===== src/plhc_regs.vh =====
/*
  Register offsets, field positions, reset values and timing counts for the
  power, indicator and host-mode configuration registers.
  Assumes inclusion by bare name from the design files; definitions only.
*/
`ifndef PLHC_REGS_VH
`define PLHC_REGS_VH

// Register offsets on the eight-bit internal register address
`define PLHC_OFS_PVID 8'hC2
`define PLHC_OFS_PWR 8'hC3
`define PLHC_OFS_SLEEP 8'hC4
`define PLHC_OFS_HOST 8'hC6

// Egress PVID insert bits
`define PLHC_PV_P2_AT_P1 3
`define PLHC_PV_P2_AT_P3 2
`define PLHC_PV_P3_AT_P1 1
`define PLHC_PV_P3_AT_P2 0
`define PLHC_PV_MASK 8'h0F

// Power and indicator control fields
`define PLHC_PW_CPU_GATE 7
`define PLHC_PW_SW_GATE 6
`define PLHC_PW_LED_HI 5
`define PLHC_PW_LED_LO 4
`define PLHC_PW_DEBUG 3
`define PLHC_PW_PLL_OFF 2
`define PLHC_PW_MODE_HI 1
`define PLHC_PW_MODE_LO 0

// Host register fields
`define PLHC_HM_FWD_HI 6
`define PLHC_HM_FWD_LO 4
`define PLHC_HM_MODE_HI 1
`define PLHC_HM_MODE_LO 0
`define PLHC_HM_MASK 8'h73

// Reset values
`define PLHC_RST_PVID 8'h00
`define PLHC_RST_PWR 8'h00
`define PLHC_RST_SLEEP 8'h50
`define PLHC_RST_FWD 3'h0

// Power management modes
`define PLHC_PM_NORMAL 2'h0
`define PLHC_PM_ENERGY 2'h1
`define PLHC_PM_SWPD 2'h2
`define PLHC_PM_SAVE 2'h3

// Indicator modes
`define PLHC_LED_LACT_SPD 2'h0
`define PLHC_LED_LINK_ACT 2'h1
`define PLHC_LED_LACT_DPX 2'h2
`define PLHC_LED_LINK_DPX 2'h3

// Sleep unit: 20 ms at 125 MHz (8 ns period)
`define PLHC_SLEEP_UNIT_NS 20000000
`define PLHC_CLK_PERIOD_NS 8
`define PLHC_UNIT_CYCLES (`PLHC_SLEEP_UNIT_NS / `PLHC_CLK_PERIOD_NS)

// Blink half period for activity, in clock cycles
`define PLHC_BLINK_CYCLES 24'h7A1200

`endif


===== src/plhc_sleep_timer.v =====
/*
  Energy-detect sleep timer: counts an uninterrupted quiet period in units
  of the programmed tick and raises a low-power request when it expires.
  Assumes energy_seen is synchronous to clock and that the tick length is
  shortened by parameter in simulation.
*/
`default_nettype none
`include "plhc_regs.vh"
module plhc_sleep_timer #(
  parameter UNIT_CYCLES = `PLHC_UNIT_CYCLES
) (
  input wire clock,
  input wire rst,
  input wire enable,
  input wire energy_seen,
  input wire [7:0] delay_units,
  output reg asleep_ff
);
  reg [23:0] tick_ff; // Cycles within one 20 ms unit
  reg [7:0] units_ff; // Whole units of quiet seen so far
  wire unit_done = (tick_ff == UNIT_CYCLES[23:0] - 24'h000001);

  // Restart on any energy or when the mode is off
  always @(posedge clock or posedge rst) begin
    if (rst) begin
      tick_ff <= 24'h000000;
      units_ff <= 8'h00;
      asleep_ff <= 1'b0;
    end else if (!enable || energy_seen) begin
      tick_ff <= 24'h000000;
      units_ff <= 8'h00;
      asleep_ff <= 1'b0;
    end else if (!asleep_ff) begin
      // Sleep only once quiet has lasted the full programmed span
      if (units_ff >= delay_units) begin
        asleep_ff <= 1'b1;
      end else if (unit_done) begin
        tick_ff <= 24'h000000;
        units_ff <= units_ff + 8'h01;
      end else begin
        tick_ff <= tick_ff + 24'h000001;
      end
    end
  end
endmodule
`default_nettype wire


===== src/plhc_config_regs.v =====
/*
  Power, indicator, invalid-VID forwarding and host-mode configuration
  registers with the logic they steer directly (indicator pins, clock gate
  enables, sleep request). Assumes the management interface presents a
  one-cycle write strobe and a combinational read address, and that strap
  pins are stable around reset release.
*/
// Notes on behaviour
// - Port 2 PVID inserted at ports 1, 3
// - Port 3 PVID inserted at ports 1, 2
// - Bit 7 enables host clock gating
// - Bit 6 enables switch clock gating
// - Two-bit field selects indicator pin meanings
// - Indicators active low; activity blinks
// - Debug bit outputs inverted energy, ready
// - Bit 2 enables PLL power down
// - Two-bit field selects power mode
// - Sleep after quiet for count times 20ms
// - Invalid-VID forward ports, reset zero
// - Host mode reset from strap pins
`default_nettype none
`include "plhc_regs.vh"
module plhc_config_regs #(
  parameter UNIT_CYCLES = `PLHC_UNIT_CYCLES
) (
  input wire clock,
  input wire rst,
  input wire [7:0] reg_addr,
  input wire [7:0] reg_wdata,
  input wire reg_write,
  input wire reg_read,
  output reg [7:0] reg_rdata_ff,
  input wire port2_indicator_strap_high,
  input wire port2_indicator_strap_low,
  input wire link_up,
  input wire speed_100,
  input wire full_duplex,
  input wire activity,
  input wire stretched_energy,
  input wire device_ready,
  output reg first_indicator_pin_ff,
  output reg second_indicator_pin_ff,
  output reg [3:0] pvid_insert_ff,
  output reg host_clk_gate_en_ff,
  output reg switch_clk_gate_en_ff,
  output reg pll_off_en_ff,
  output reg [1:0] power_mode_ff,
  output reg energy_detect_mode_ff,
  output reg low_power_ff,
  output reg [2:0] invalid_vid_ports_ff,
  output reg [1:0] host_mode_ff
);
  reg [7:0] pvid_reg_ff; // Egress PVID insert control
  reg [7:0] pwr_reg_ff; // Power and indicator control
  reg [7:0] sleep_reg_ff; // Sleep entry delay in 20 ms units
  reg [2:0] fwd_ff; // Invalid-VID forward port set
  reg [1:0] hmode_ff; // Host interface mode
  reg strap_pending_ff; // Strap capture is due after reset release
  reg [23:0] blink_cnt_ff; // Activity blink period counter
  reg blink_ff; // Blink phase
  reg nxt_first;
  reg nxt_second;
  wire asleep;

  // Address decode shared by write and read paths
  // A single compare keeps both paths decoding the same offsets
  function hit;
    input [7:0] addr;
    input [7:0] ofs;
    begin
      hit = (addr == ofs);
    end
  endfunction

  // Register writes; reserved bits are masked so they keep defaults
  // Strap capture owns the mode bits on the first edge after release,
  // so a host write in that very cycle loses to the pins
  always @(posedge clock or posedge rst) begin
    if (rst) begin
      pvid_reg_ff <= `PLHC_RST_PVID;
      pwr_reg_ff <= `PLHC_RST_PWR;
      sleep_reg_ff <= `PLHC_RST_SLEEP;
      fwd_ff <= `PLHC_RST_FWD;
      hmode_ff <= `PLHC_PM_NORMAL;
      strap_pending_ff <= 1'b1;
    end else begin
      strap_pending_ff <= 1'b0;
      if (strap_pending_ff) begin
        // Straps are caught by a clocked edge just after release
        hmode_ff <= {port2_indicator_strap_high, port2_indicator_strap_low};
      end else if (reg_write && hit(reg_addr, `PLHC_OFS_HOST)) begin
        hmode_ff <= reg_wdata[`PLHC_HM_MODE_HI:`PLHC_HM_MODE_LO];
      end
      if (reg_write && hit(reg_addr, `PLHC_OFS_PVID)) begin
        pvid_reg_ff <= reg_wdata & `PLHC_PV_MASK;
      end
      if (reg_write && hit(reg_addr, `PLHC_OFS_PWR)) begin
        pwr_reg_ff <= reg_wdata;
      end
      if (reg_write && hit(reg_addr, `PLHC_OFS_SLEEP)) begin
        sleep_reg_ff <= reg_wdata;
      end
      if (reg_write && hit(reg_addr, `PLHC_OFS_HOST)) begin
        fwd_ff <= reg_wdata[`PLHC_HM_FWD_HI:`PLHC_HM_FWD_LO];
      end
    end
  end

  // Read data registered; unmapped addresses return zero
  // Reads have no side effects, so polling a register is harmless
  always @(posedge clock or posedge rst) begin
    if (rst) begin
      reg_rdata_ff <= 8'h00;
    end else if (reg_read) begin
      if (hit(reg_addr, `PLHC_OFS_PVID)) begin
        reg_rdata_ff <= pvid_reg_ff;
      end else if (hit(reg_addr, `PLHC_OFS_PWR)) begin
        reg_rdata_ff <= pwr_reg_ff;
      end else if (hit(reg_addr, `PLHC_OFS_SLEEP)) begin
        reg_rdata_ff <= sleep_reg_ff;
      end else if (hit(reg_addr, `PLHC_OFS_HOST)) begin
        reg_rdata_ff <= {1'b0, fwd_ff, 2'b00, hmode_ff};
      end else begin
        reg_rdata_ff <= 8'h00;
      end
    end
  end

  // Quiet-period timer runs only in energy detection mode
  // Leaving that mode clears the timer, so re-entry always waits the full span
  plhc_sleep_timer #(
    .UNIT_CYCLES(UNIT_CYCLES)
  ) u_sleep (
    .clock(clock),
    .rst(rst),
    .enable(pwr_reg_ff[`PLHC_PW_MODE_HI:`PLHC_PW_MODE_LO] == `PLHC_PM_ENERGY),
    .energy_seen(stretched_energy),
    .delay_units(sleep_reg_ff),
    .asleep_ff(asleep)
  );

  // Blink generator toggles while activity is present
  // Held at zero when idle so every burst starts with the indicator on
  // Limitation: the blink rate is fixed and does not follow link speed
  always @(posedge clock or posedge rst) begin
    if (rst) begin
      blink_cnt_ff <= 24'h000000;
      blink_ff <= 1'b0;
    end else if (!activity) begin
      blink_cnt_ff <= 24'h000000;
      blink_ff <= 1'b0;
    end else if (blink_cnt_ff == `PLHC_BLINK_CYCLES) begin
      blink_cnt_ff <= 24'h000000;
      blink_ff <= ~blink_ff;
    end else begin
      blink_cnt_ff <= blink_cnt_ff + 24'h000001;
    end
  end

  // Indicator selection; low means on
  // Debug override comes last so it wins over every indicator mode
  always @* begin
    nxt_first = ~link_up;
    nxt_second = ~speed_100;
    case (pwr_reg_ff[`PLHC_PW_LED_HI:`PLHC_PW_LED_LO])
      `PLHC_LED_LACT_SPD: begin
        nxt_first = ~link_up | blink_ff;
        nxt_second = ~speed_100;
      end
      `PLHC_LED_LINK_ACT: begin
        nxt_first = ~link_up;
        nxt_second = ~activity | blink_ff;
      end
      `PLHC_LED_LACT_DPX: begin
        nxt_first = ~link_up | blink_ff;
        nxt_second = ~full_duplex;
      end
      default: begin
        nxt_first = ~link_up;
        nxt_second = ~full_duplex;
      end
    endcase
    if (pwr_reg_ff[`PLHC_PW_DEBUG]) begin
      nxt_first = ~device_ready;
      nxt_second = ~stretched_energy;
    end
  end

  // Outputs straight from flops; pins idle high (off) in reset
  // The extra stage costs one cycle of latency but keeps outputs glitch free
  always @(posedge clock or posedge rst) begin
    if (rst) begin
      first_indicator_pin_ff <= 1'b1;
      second_indicator_pin_ff <= 1'b1;
      pvid_insert_ff <= 4'h0;
      host_clk_gate_en_ff <= 1'b0;
      switch_clk_gate_en_ff <= 1'b0;
      pll_off_en_ff <= 1'b0;
      power_mode_ff <= `PLHC_PM_NORMAL;
      energy_detect_mode_ff <= 1'b0;
      low_power_ff <= 1'b0;
      invalid_vid_ports_ff <= 3'h0;
      host_mode_ff <= 2'h0;
    end else begin
      first_indicator_pin_ff <= nxt_first;
      second_indicator_pin_ff <= nxt_second;
      pvid_insert_ff <= pvid_reg_ff[`PLHC_PV_P2_AT_P1:`PLHC_PV_P3_AT_P2];
      host_clk_gate_en_ff <= pwr_reg_ff[`PLHC_PW_CPU_GATE];
      switch_clk_gate_en_ff <= pwr_reg_ff[`PLHC_PW_SW_GATE];
      pll_off_en_ff <= pwr_reg_ff[`PLHC_PW_PLL_OFF];
      power_mode_ff <= pwr_reg_ff[`PLHC_PW_MODE_HI:`PLHC_PW_MODE_LO];
      energy_detect_mode_ff <= (pwr_reg_ff[`PLHC_PW_MODE_HI:`PLHC_PW_MODE_LO]
        == `PLHC_PM_ENERGY);
      low_power_ff <= asleep;
      invalid_vid_ports_ff <= fwd_ff;
      host_mode_ff <= hmode_ff;
    end
  end
endmodule
`default_nettype wire


===== config.mk =====
export PLATFORM = sky130hd
export DESIGN_NAME = plhc_config_regs
export DESIGN_NICKNAME = d
export VERILOG_FILES = /design/src/plhc_sleep_timer.v /design/src/plhc_config_regs.v
export VERILOG_INCLUDE_DIRS = /design/src
export SDC_FILE = /design/constraint.sdc
export NUM_CORES = 1
export LEC_CHECK = 0
export BUFFER_PORTS_ARGS = -buffer_cell sky130_fd_sc_hd__buf_2
export CAP_MARGIN = 20
export CORE_ASPECT_RATIO = 1.2
export CORE_MARGIN = 2
export CORE_UTILIZATION = 30
export CTS_CLUSTER_DIAMETER = 40
export CTS_CLUSTER_SIZE = 14
export DETAILED_ROUTE_END_ITERATION = 10
export RECOVER_POWER = 25
export SYNTH_ARGS = -nofsm -noshare
export SYNTH_HDL_FRONTEND = slang
export SYNTH_SLANG_ARGS = --single-unit

===== constraint.sdc =====
create_clock -name clock -period 4.7 [get_ports clock]
set_clock_uncertainty 0.1 [all_clocks]
set_input_delay 0.94 -clock clock [delete_from_list [all_inputs] [get_ports clock]]
set_output_delay 0.94 -clock clock [all_outputs]
set_load 0.01 [all_outputs]

==> results of run 1 <==
## worst max-delay path: stages (launching register included)
cell       delay [ns]
dfrtp_1          0.42
inv_1            0.11
ha_1             0.28
nand2b_4         0.15
a2111oi_4        0.50
o31ai_2          0.23
buf_6            0.20
or4_1            0.51
a21oi_1          0.17
## cells by family (layout without fill, tap and decap cells)
kind of cell / Yosys count / in the layout / synth area share [%]
and+or+nand+nor: 194 / 194 / 20.2
DFF: 110 / 110 / 51.6
AOI/OAI and AO/OA: 104 / 104 / 12.6
buffers and inverters: 40 / 94 / 3.51
muxes: 27 / 27 / 5.60
xor gates and xnor gates: 22 / 22 / 3.61
adders and majority gates: 12 / 12 / 2.81
other: 1 / 1 / 0.0702
## synth_stat cells, types with 2 or more instances
cell      count
a21o_1        4
a21oi_1      38
a22o_1        4
a31oi_1       2
and2_1        7
and3_1       11
and4_1        6
buf_2         3
buf_4         3
buf_6         3
clkbuf_1     11
dfrtp_1     105
dfstp_2       5
ha_1         12
inv_1        20
mux2_2       23
mux2i_1       4
nand2_1      36
nand3_1      29
nand3b_1      2
nand4_1      13
nor2_1       36
nor2b_1       3
nor3_1        5
nor3b_1       2
nor4_1        3
nor4_2        2
nor4b_1       4
o211ai_1      2
o21ai_0      18
o22ai_1       4
o31ai_1      21
o31ai_2       2
or3_1         7
or4_1        21
xnor2_1       7
xor2_1       15
## final timing paths
kind / endpoint / cells after the start / from
min in group asynchronous: u_sleep.tick_ff[18] / 2 / rst
max in group asynchronous: reg_rdata_ff[5] / 3 / rst
hold reg to reg: low_power_ff / 0 / u_sleep.asleep_ff
setup / recovery: u_sleep.units_ff[3] / 8 / u_sleep.units_ff[0]
setup reg to reg: u_sleep.units_ff[3] / 8 / u_sleep.units_ff[0]
hold / removal: low_power_ff / 0 / u_sleep.asleep_ff
## through the flow
| step | instances | setup slack [ns] | hold WS [ns] | util (%) |
|---|---|---|---|---|
| 2_1_floorplan | 510 | 0.766 | 0.255 | - |
| 3_3_place_gp | 766 | 1.62 | 0.282 | 33.2 |
| 3_5_place_dp | 766 | 1.50 | 0.289 | 33.2 |
| 4_1_cts | 782 | 1.72 | 0.301 | 34.9 |
| 5_1_grt | 784 | 1.83 | 0.306 | 35.0 |
| 6_report | 784 | 1.97 | 0.298 | 35.0 |
## final cells by class
cell class / count / area share, %
Sequential cell: 110 / 45.0
Multi-Input combinational cell: 360 / 39.3
Timing Repair Buffer: 58 / 5.10
Tap cell: 220 / 4.49
Clock buffer: 10 / 3.73
Inverter: 20 / 1.24
Clock inverter: 6 / 1.16
## power breakdown
part,switching [mW],internal (mW)
combinational,0.0856,0.0514
sequential,0.0176,0.973
clock,0.348,0.419
total,0.451,1.44
## metal layers
metal	GRT usage, %	vias up	share of wire (%)
met5	0	-	0
met4	4.84	0	1.5
met3	1.67	15	3.7
met2	22.8	81	51
met1	15.2	2006	44
li1	-	1969	-
## state kept, by name, summed over array words and instances, names as in the netlist, 3 cells and up
name / flops
reg_rdata_ff: 8
pvid_reg_ff: 4
u_sleep.units_ff: 8
blink_cnt_ff: 24
fwd_ff: 3
pvid_insert_ff: 4
invalid_vid_ports_ff: 3
pwr_reg_ff: 8
sleep_reg_ff: 8
u_sleep.tick_ff: 24
==> qor.csv, run 1 <==
stage;metric;value;unit
grt;remaining global-route overflow;0;
drt;DRC;0;
yosys;Synth Instances;510;
timing;RSZ-0062 raised after global routing;false;
critical_path;crit start category;flop;
critical_path;reg2reg setup slack;1.97;ns
drt;drt first-iter violations;307;
clock_tree;# clock sinks;110;
clock_tree;CTS root buffer;clkbuf_16;
drt;DR WL/cell;14.8;um
clock_tree;post-CTS setup buffers;0;
timing;Slew Viols, Final;0;
critical_path;Worst Path Required;4.86;ns
yosys;Area contributors post-synth;dfrtp_1 49%, mux2_2 4.8%, a21oi_1 3.6%;
floorplanning;IO Count;54;
place;gpl congestion;0.824;
yosys;ys async rst share;100;%
place;number of port buffers;53;
yosys;number of flops mapped to enable cells by yosys;0;
yosys;synthesized cell area;0.00534;mm^2
pwr;total power;1.89;mW
cells_and_area;commonest non-fill, non-tap cell in the layout;dfrtp_1;
cells_and_area;# fillers;1752;
grt;global-route wire length before repair;19700;um
grt;initial antenna violation count;0;
clock_tree;H-tree depth;3;
cells_and_area;net count reported at finish;599;
clock_tree;# hold bufs at CTS;0;
cells_and_area;Final Cell Area;0.00613;mm^2
yosys;top cell type's share of synthesized area;49.2;%
place;hpwl dp;8520;um
floorplanning;Die Y-Extent;150;um
grt;total track usage;12.6;%
floorplanning;Die ar.;0.0189;mm^2
critical_path;Crit. End Element;flop;
critical_path;crit path DAT;2.89;ns
critical_path;crit path max fanout;15;
job;max-cap viol count;0;
floorplanning;overall die width;126;um
cells_and_area;multi-input logic area;0.00241;mm^2
pwr;Leak Pwr;2.60;nW
clock_tree;Bufs on Longest Clock Path;2;
timing;endpoints failing setup;0;
status;status;finished clean;
floorplanning;core area;0.0175;mm^2
critical_path;WS Path Type;flop to flop;
pwr;cell area power density;309;mW/mm^2
hold_path;Hold Path Class;flop to flop;
floorplanning;# rows;53;
clock_tree;clock latency on the worst-skew pair;0.34;ns
drt;DR vias;4071;
timing;Final period util;58.1;%
timing;post-route setup TNS;0;ns
clock_tree;CTS resizes;0;
clock_tree;CTS buffer count;9;
yosys;Netlist cell types;54;
yosys;ys flop type;dfrtp_1;
drt;drt pass-1 iters;4;
yosys;average size of a mapped cell;10.5;um^2
drt;Vias/cell;5.19;
grt;largest net degree at the start of global routing;48;
timing;worst slew pin tran;1.39;ns
timing;fmax;366;MHz
yosys;synthesis-stage register bit count;110;
timing;fin crit period;2.73;ns
pwr;worst ir drop on vdd;181;uV
cells_and_area;layout cells sized above 1;19.9;%
floorplanning;initial core utilization;30.5;%
cells_and_area;Diodes inserted;0;
timing;count of final hold-check violations;0;
yosys;Syn. warnings;0;
drt;Antenna Nets Post-Route;0;
timing;Rel. slew slack;6.49;%
cells_and_area;FF+latch area;0.00276;mm^2
yosys;cell taking the most area after synthesis;dfrtp_1;
clock_tree;TritonCTS clock tree;built;
yosys;Post-Syn Nets;550;
cells_and_area;Syn-to-layout area delta;14.8;%
cells_and_area;most frequent cells in the layout;105 x dfrtp_1, 52 x buf_2, 38 x a21oi_1;
clock_tree;Reg clk slew, reported paths;0.07;ns
grt;vias in the first global route;4125;
place;placed instance area;0.00581;mm^2
yosys;post-synthesis sequential area ratio;51.6;%
drt;final wirelength;11600;um
No activity file was read; power rests on OpenSTA's default activity.
==> inputs of run 2 (changes only) <==
Settings changed: ABC_AREA set to 1.
Clock period 4.7 ns to 2.4 ns, I/O delays scaled along.
==> qor.csv, run 2 <==
stage;metric;value;unit;change
grt;largest net degree at the start of global routing;100;;+110%
yosys;cell taking the most area after synthesis;dfrtp_1;;
drt;Vias/cell;4.64;;-11%
timing;fmax;484;MHz;+32%
yosys;synthesis-stage register bit count;110;;unchanged
cells_and_area;Non-Filler Instances;1133;;+45%
drt;DR vias;5254;;+29%
drt;DR top layer;met4;;
yosys;top cells by count, synth;219 x nand2_1, 121 x nor2_1, 105 x dfrtp_1;;
clock_tree;post-CTS setup buffers;0;;unchanged
critical_path;reg2reg setup slack;0.33;ns;-1.64 ns
cells_and_area;layout cells sized above 1;8.94;%;-11 points
clock_tree;H-tree depth;3;;unchanged
drt;final wirelength;14000;um;+21%
status;status;finished clean;;
grt;initial antenna violation count;0;;unchanged
critical_path;Crit. End Element;flop;;
hold_path;Hold Path Class;input port to flop;;
place;hpwl dp;10500;um;+24%
timing;post-route setup TNS;0;ns;unchanged
timing;Slew Viols, Final;0;;unchanged
floorplanning;initial core utilization;30.6;%;+0.057 points
timing;RSZ-0062 raised after global routing;false;;
timing;Final period util;86.0;%;+28 points
grt;remaining global-route overflow;0;;unchanged
yosys;post-synthesis sequential area ratio;46.1;%;-5.5 points
grt;total track usage;13.8;%;+1.2 points
hold_path;hold depth;2;;+2
drt;drt first-iter violations;343;;+12%
place;gpl congestion;0.888;;+7.9%
drt;DRC;0;;unchanged
yosys;synthesized cell area;0.00598;mm^2;+12%
floorplanning;overall die width;133;um;+5.6%
critical_path;crit path max fanout;19;;+4
timing;worst slew pin tran;0.558;ns;-0.837 ns
clock_tree;CTS root buffer;clkbuf_16;;
critical_path;worst r2r src;sleep_reg_ff[6];;
pwr;Leak Pwr;3.10;nW;+19%
clock_tree;Reg clk slew, reported paths;0.08;ns;about the same
hold_path;WHS Endpoint;first_indicator_pin_ff;;
critical_path;Worst Path Required;2.55;ns;-2.31 ns
grt;vias in the first global route;4802;;+16%
hold_path;Worst Hold Launch;device_ready;;
cells_and_area;biggest regs;blink_cnt_ff (24), u_sleep.tick_ff (24);;
cells_and_area;Diodes inserted;0;;unchanged
floorplanning;Die Y-Extent;159;um;+5.6%
timing;count of final hold-check violations;0;;unchanged
yosys;average size of a mapped cell;7.43;um^2;-29%
yosys;number of flops mapped to enable cells by yosys;0;;unchanged
yosys;Syn. warnings;0;;unchanged
cells_and_area;Syn-to-layout area delta;14.7;%;about the same
place;number of port buffers;53;;unchanged
critical_path;crit start category;flop;;
drt;Antenna Nets Post-Route;0;;unchanged
drt;WL met2;6790;um;+14%
cells_and_area;net count reported at finish;907;;+51%
yosys;count leader, synth;nand2_1;;
yosys;Netlist cell types;39;;-28%
clock_tree;# clock sinks;110;;unchanged
yosys;top cell type's share of synthesized area;44.0;%;-5.2 points
pwr;worst ir drop on vdd;363;uV;+100%
place;placed insts;1116;;+46%
drt;Post-Route M1 WL;6520;um;+29%
critical_path;crit path DAT;2.22;ns;-0.67 ns
yosys;ys flop type;dfrtp_1;;
clock_tree;TritonCTS clock tree;built;;
cells_and_area;most frequent cells in the layout;219 x nand2_1, 122 x nor2_1, 105 x dfrtp_1;;
yosys;Synth Instances;805;;+58%
pwr;cell area power density;539;mW/mm^2;+74%
pwr;total power;3.69;mW;+95%
clock_tree;CTS buffer count;9;;unchanged
floorplanning;Die ar.;0.0211;mm^2;+12%
clock_tree;clock latency on the worst-skew pair;0.36;ns;+0.02 ns
floorplanning;IO Count;54;;unchanged
timing;Rel. slew slack;62.6;%;+56 points
yosys;ys async rst share;100;%;unchanged
clock_tree;Bufs on Longest Clock Path;2;;unchanged
yosys;Post-Syn Nets;845;;+54%
grt;global-route wire length before repair;23500;um;+19%
critical_path;FF-to-FF path depth;9;;+1
drt;met3 wire length;459;um;+6.7%
drt;drt pass-1 iters;4;;unchanged
timing;fin crit period;2.07;ns;-0.664 ns
cells_and_area;commonest non-fill, non-tap cell in the layout;nand2_1;;
critical_path;WS Path Type;flop to flop;;
drt;DR WL/cell;12.4;um;-16%
yosys;Area contributors post-synth;dfrtp_1 44%, nand2_1 14%, nor2_1 7.6%;;
floorplanning;core area;0.0195;mm^2;+12%
critical_path;R2R Path End;u_sleep.tick_ff[17];;
floorplanning;# rows;56;;+5.7%
clock_tree;CTS resizes;0;;unchanged
job;max-cap viol count;0;;unchanged
timing;endpoints failing setup;0;;unchanged
## run 2: per-layer routing
metal / GRT usage [%] / up-vias
met5: 0 / -
met4: 5.27 / 0
met3: 2.39 / 19
met2: 23.8 / 86
met1: 17.4 / 2448
li1: - / 2701
## run 2: cell type report
class,count,area (um^2)
Fill cell,2091,12700
Multi-Input combinational cell,588,2810
Sequential cell,110,2760
Inverter,95,358
Tap cell,261,327
Timing Repair Buffer,63,324
Clock buffer,10,229
Clock inverter,6,52.6
## run 2: how the worst max path moves through the flow
stage / from / end / depth (start not counted)
2_1_floorplan: sleep_reg_ff[6] / u_sleep.tick_ff[11] / 10
3_3_place_gp: reg_addr[5] / pvid_reg_ff[3] / 7
3_5_place_dp: sleep_reg_ff[6] / u_sleep.tick_ff[17] / 9
4_1_cts: sleep_reg_ff[6] / u_sleep.tick_ff[18] / 9
5_1_grt: sleep_reg_ff[6] / u_sleep.tick_ff[21] / 9
6_report: sleep_reg_ff[6] / u_sleep.tick_ff[17] / 9
## run 2: repair_timing
item / in CTS / in global routing
hold buffers: 1 / 0
hold endpoints to repair: 10 / 0
setup endpoints to repair: 0 / 0
## run 2: where the power goes
| group | switching [mW] | internal (mW) | leakage (nW) |
|---|---|---|---|
| Combinational | 0.196 | 0.0918 | 1.51 |
| Sequential | 0.0343 | 1.91 | 1.46 |
| Clock | 0.736 | 0.724 | 0.137 |
## run 2: cell families (layout without fill, tap and decap cells)
group / count (synthesis) / count (layout) / synth area share (%)
AND/OR/NAND/NOR: 490 / 490 / 35.8
flip-flops: 110 / 110 / 46.1
buffers and inverters: 107 / 174 / 6.84
AO/OA/AOI/OAI: 70 / 70 / 6.43
XOR/XNOR: 15 / 15 / 2.20
adder cells (fa/ha/maj): 12 / 12 / 2.51
other: 1 / 1 / 0.0627
## run 2: critical path, stage by stage (launching register included)
cell and delay (ns):
dfstp_2 0.55, inv_1 0.05, ha_1 0.27, nand2_1 0.06
nor2_1 0.18, nand4_1 0.15, nand4_2 0.14, nand2_2 0.25
nand2_1 0.15, nand2_1 0.05
## run 2: metrics by stage
| stage | cell area [um^2] | setup slack [ns] | hold WS [ns] | util, % |
|---|---|---|---|---|
| after floorplan | 5980 | 0.458 | 0.254 | - |
| after global placement | 6600 | 0.350 | 0.260 | 33.8 |
| after detailed placement | 6600 | 0.294 | 0.260 | 33.8 |
| after CTS | 6890 | 0.282 | 0.138 | 35.3 |
| after global routing | 6860 | 0.158 | 0.151 | 35.1 |
| final | 6860 | 0.335 | 0.152 | 35.1 |
==> inputs of run 3 (changes only) <==
Settings changed: CORE_ASPECT_RATIO 1.2 to unset.
==> qor.csv, run 3 (same netlist as run 2, synthesis figures left out) <==
stage;metric;value;unit;change
pwr;worst ir drop on vdd;272;uV;-25%
timing;fin crit period;2.12;ns;+0.0554 ns
floorplanning;core area;0.0195;mm^2;-0.12%
clock_tree;clock latency on the worst-skew pair;0.35;ns;about the same
cells_and_area;net count reported at finish;914;;+0.77%
timing;Rel. slew slack;28.8;%;-34 points
cells_and_area;most frequent cells in the layout;219 x nand2_1, 121 x nor2_1, 105 x dfrtp_1;;
grt;remaining global-route overflow;0;;unchanged
critical_path;Crit. End Element;flop;;
drt;drt pass-1 iters;5;;+1
critical_path;crit start category;flop;;
critical_path;worst r2r src;sleep_reg_ff[6];;
status;status;finished clean;;
grt;largest net degree at the start of global routing;30;;-70%
floorplanning;initial core utilization;30.6;%;+0.035 points
drt;drt first-iter violations;375;;+9.3%
place;number of port buffers;53;;unchanged
grt;initial antenna violation count;0;;unchanged
pwr;Leak Pwr;3.23;nW;+4.2%
timing;worst slew pin tran;1.07;ns;+0.510 ns
clock_tree;Reg clk slew, reported paths;0.07;ns;about the same
critical_path;Worst Path Required;2.54;ns;about the same
timing;Final period util;88.4;%;+2.3 points
clock_tree;# clock sinks;110;;unchanged
critical_path;WS Path Type;flop to flop;;
drt;DR WL/cell;12.6;um;+2.1%
drt;final wirelength;14500;um;+3.0%
pwr;cell area power density;531;mW/mm^2;-1.5%
job;max-cap viol count;0;;unchanged
cells_and_area;Diodes inserted;0;;unchanged
floorplanning;# rows;51;;-8.9%
hold_path;Hold Path Class;input port to flop;;
timing;endpoints failing setup;0;;unchanged
timing;count of final hold-check violations;0;;unchanged
grt;vias in the first global route;5011;;+4.4%
timing;final worst slack;0.279;ns;-0.0554 ns
floorplanning;overall die width;145;um;+9.3%
grt;total track usage;14.1;%;+0.28 points
drt;Vias/cell;4.60;;-0.80%
timing;RSZ-0062 raised after global routing;false;;
clock_tree;# hold bufs at CTS;0;;-1
timing;Slew Viols, Final;0;;unchanged
floorplanning;Die Y-Extent;145;um;-8.5%
place;gpl congestion;0.941;;+6.0%
clock_tree;Bufs on Longest Clock Path;2;;unchanged
place;hpwl dp;11200;um;+6.3%
clock_tree;TritonCTS clock tree;built;;
timing;post-route setup TNS;0;ns;unchanged
clock_tree;post-CTS setup buffers;0;;unchanged
cells_and_area;commonest non-fill, non-tap cell in the layout;nand2_1;;
grt;global-route wire length before repair;24600;um;+4.9%
hold_path;Worst Hold Launch;device_ready;;
drt;Antenna Nets Post-Route;0;;unchanged
cells_and_area;layout cells sized above 1;12.5;%;+3.6 points
drt;DRC;0;;unchanged
critical_path;crit path max fanout;19;;unchanged
cells_and_area;biggest regs;blink_cnt_ff (24), u_sleep.tick_ff (24);;
floorplanning;IO Count;54;;unchanged
critical_path;Setup crit start;sleep_reg_ff[6];;
drt;DR vias;5258;;+0.076%
clock_tree;CTS root buffer;clkbuf_16;;
timing;fmax;472;MHz;-2.6%
cells_and_area;Syn-to-layout area delta;16.5;%;
place;pre-CTS setup slack;0.279;ns;-0.0154 ns
clock_tree;H-tree depth;3;;unchanged
clock_tree;CTS buffer count;9;;unchanged
critical_path;crit path DAT;2.26;ns;+0.04 ns
floorplanning;Die ar.;0.0211;mm^2;about the same
clock_tree;CTS resizes;0;;unchanged
run 3: worst paths after layout:
check                                               to  slack (ns)  depth (start not counted)
worst max-delay path               u_sleep.tick_ff[12]        0.28                          9
worst min register to register       pvid_insert_ff[2]        0.28                          0
worst min-delay path            first_indicator_pin_ff        0.19                          2
worst max register to register     u_sleep.tick_ff[12]        0.28                          9
min in group asynchronous             blink_cnt_ff[14]        0.20                          2
max in group asynchronous          u_sleep.tick_ff[17]        0.38                          4
run 3: cell type report:
class	instances	area, um^2
Timing Repair Buffer	70	422
Clock buffer	9	225
Sequential cell	110	2760
Tap cell	265	332
Clock inverter	6	60.1
Fill cell	2115	12600
Multi-Input combinational cell	588	2810
Inverter	95	358
run 3: worst max-delay path, stage by stage (launching register included):
cell	delay, ns
dfstp_2	0.55
inv_1	0.04
ha_1	0.26
nand2_1	0.06
nor2_1	0.19
nand4_1	0.16
nand4_2	0.16
nand2_2	0.27
nand2_1	0.15
nand2_1	0.06
run 3: metrics by stage:
step	util (%)	hold slack, ns	std cells	power [mW]	instance area [um^2]
2_1_floorplan	-	0.254	805	2.15	5980
3_5_place_dp	34.3	0.260	1128	2.30	6690
4_1_cts	35.7	0.0986	1143	3.75	6980
3_3_place_gp	34.3	0.263	1128	2.30	6690
5_1_grt	35.7	0.182	1143	3.86	6970
6_report	35.7	0.190	1143	3.70	6970
run 3: power breakdown:
group	leakage [nW]	internal, mW	switching (mW)
clock	0.132	0.719	0.719
sequential	1.46	1.91	0.0365
combinational	1.64	0.108	0.202
run 3: per-layer routing:
layer  up-vias  track usage (%)  share of wire, %
met2        69             23.4                48
met4         0             4.85               1.5
li1       2717                -                 -
met3        16             1.70               2.6
met5         -                0                 0
met1      2456             19.1                48
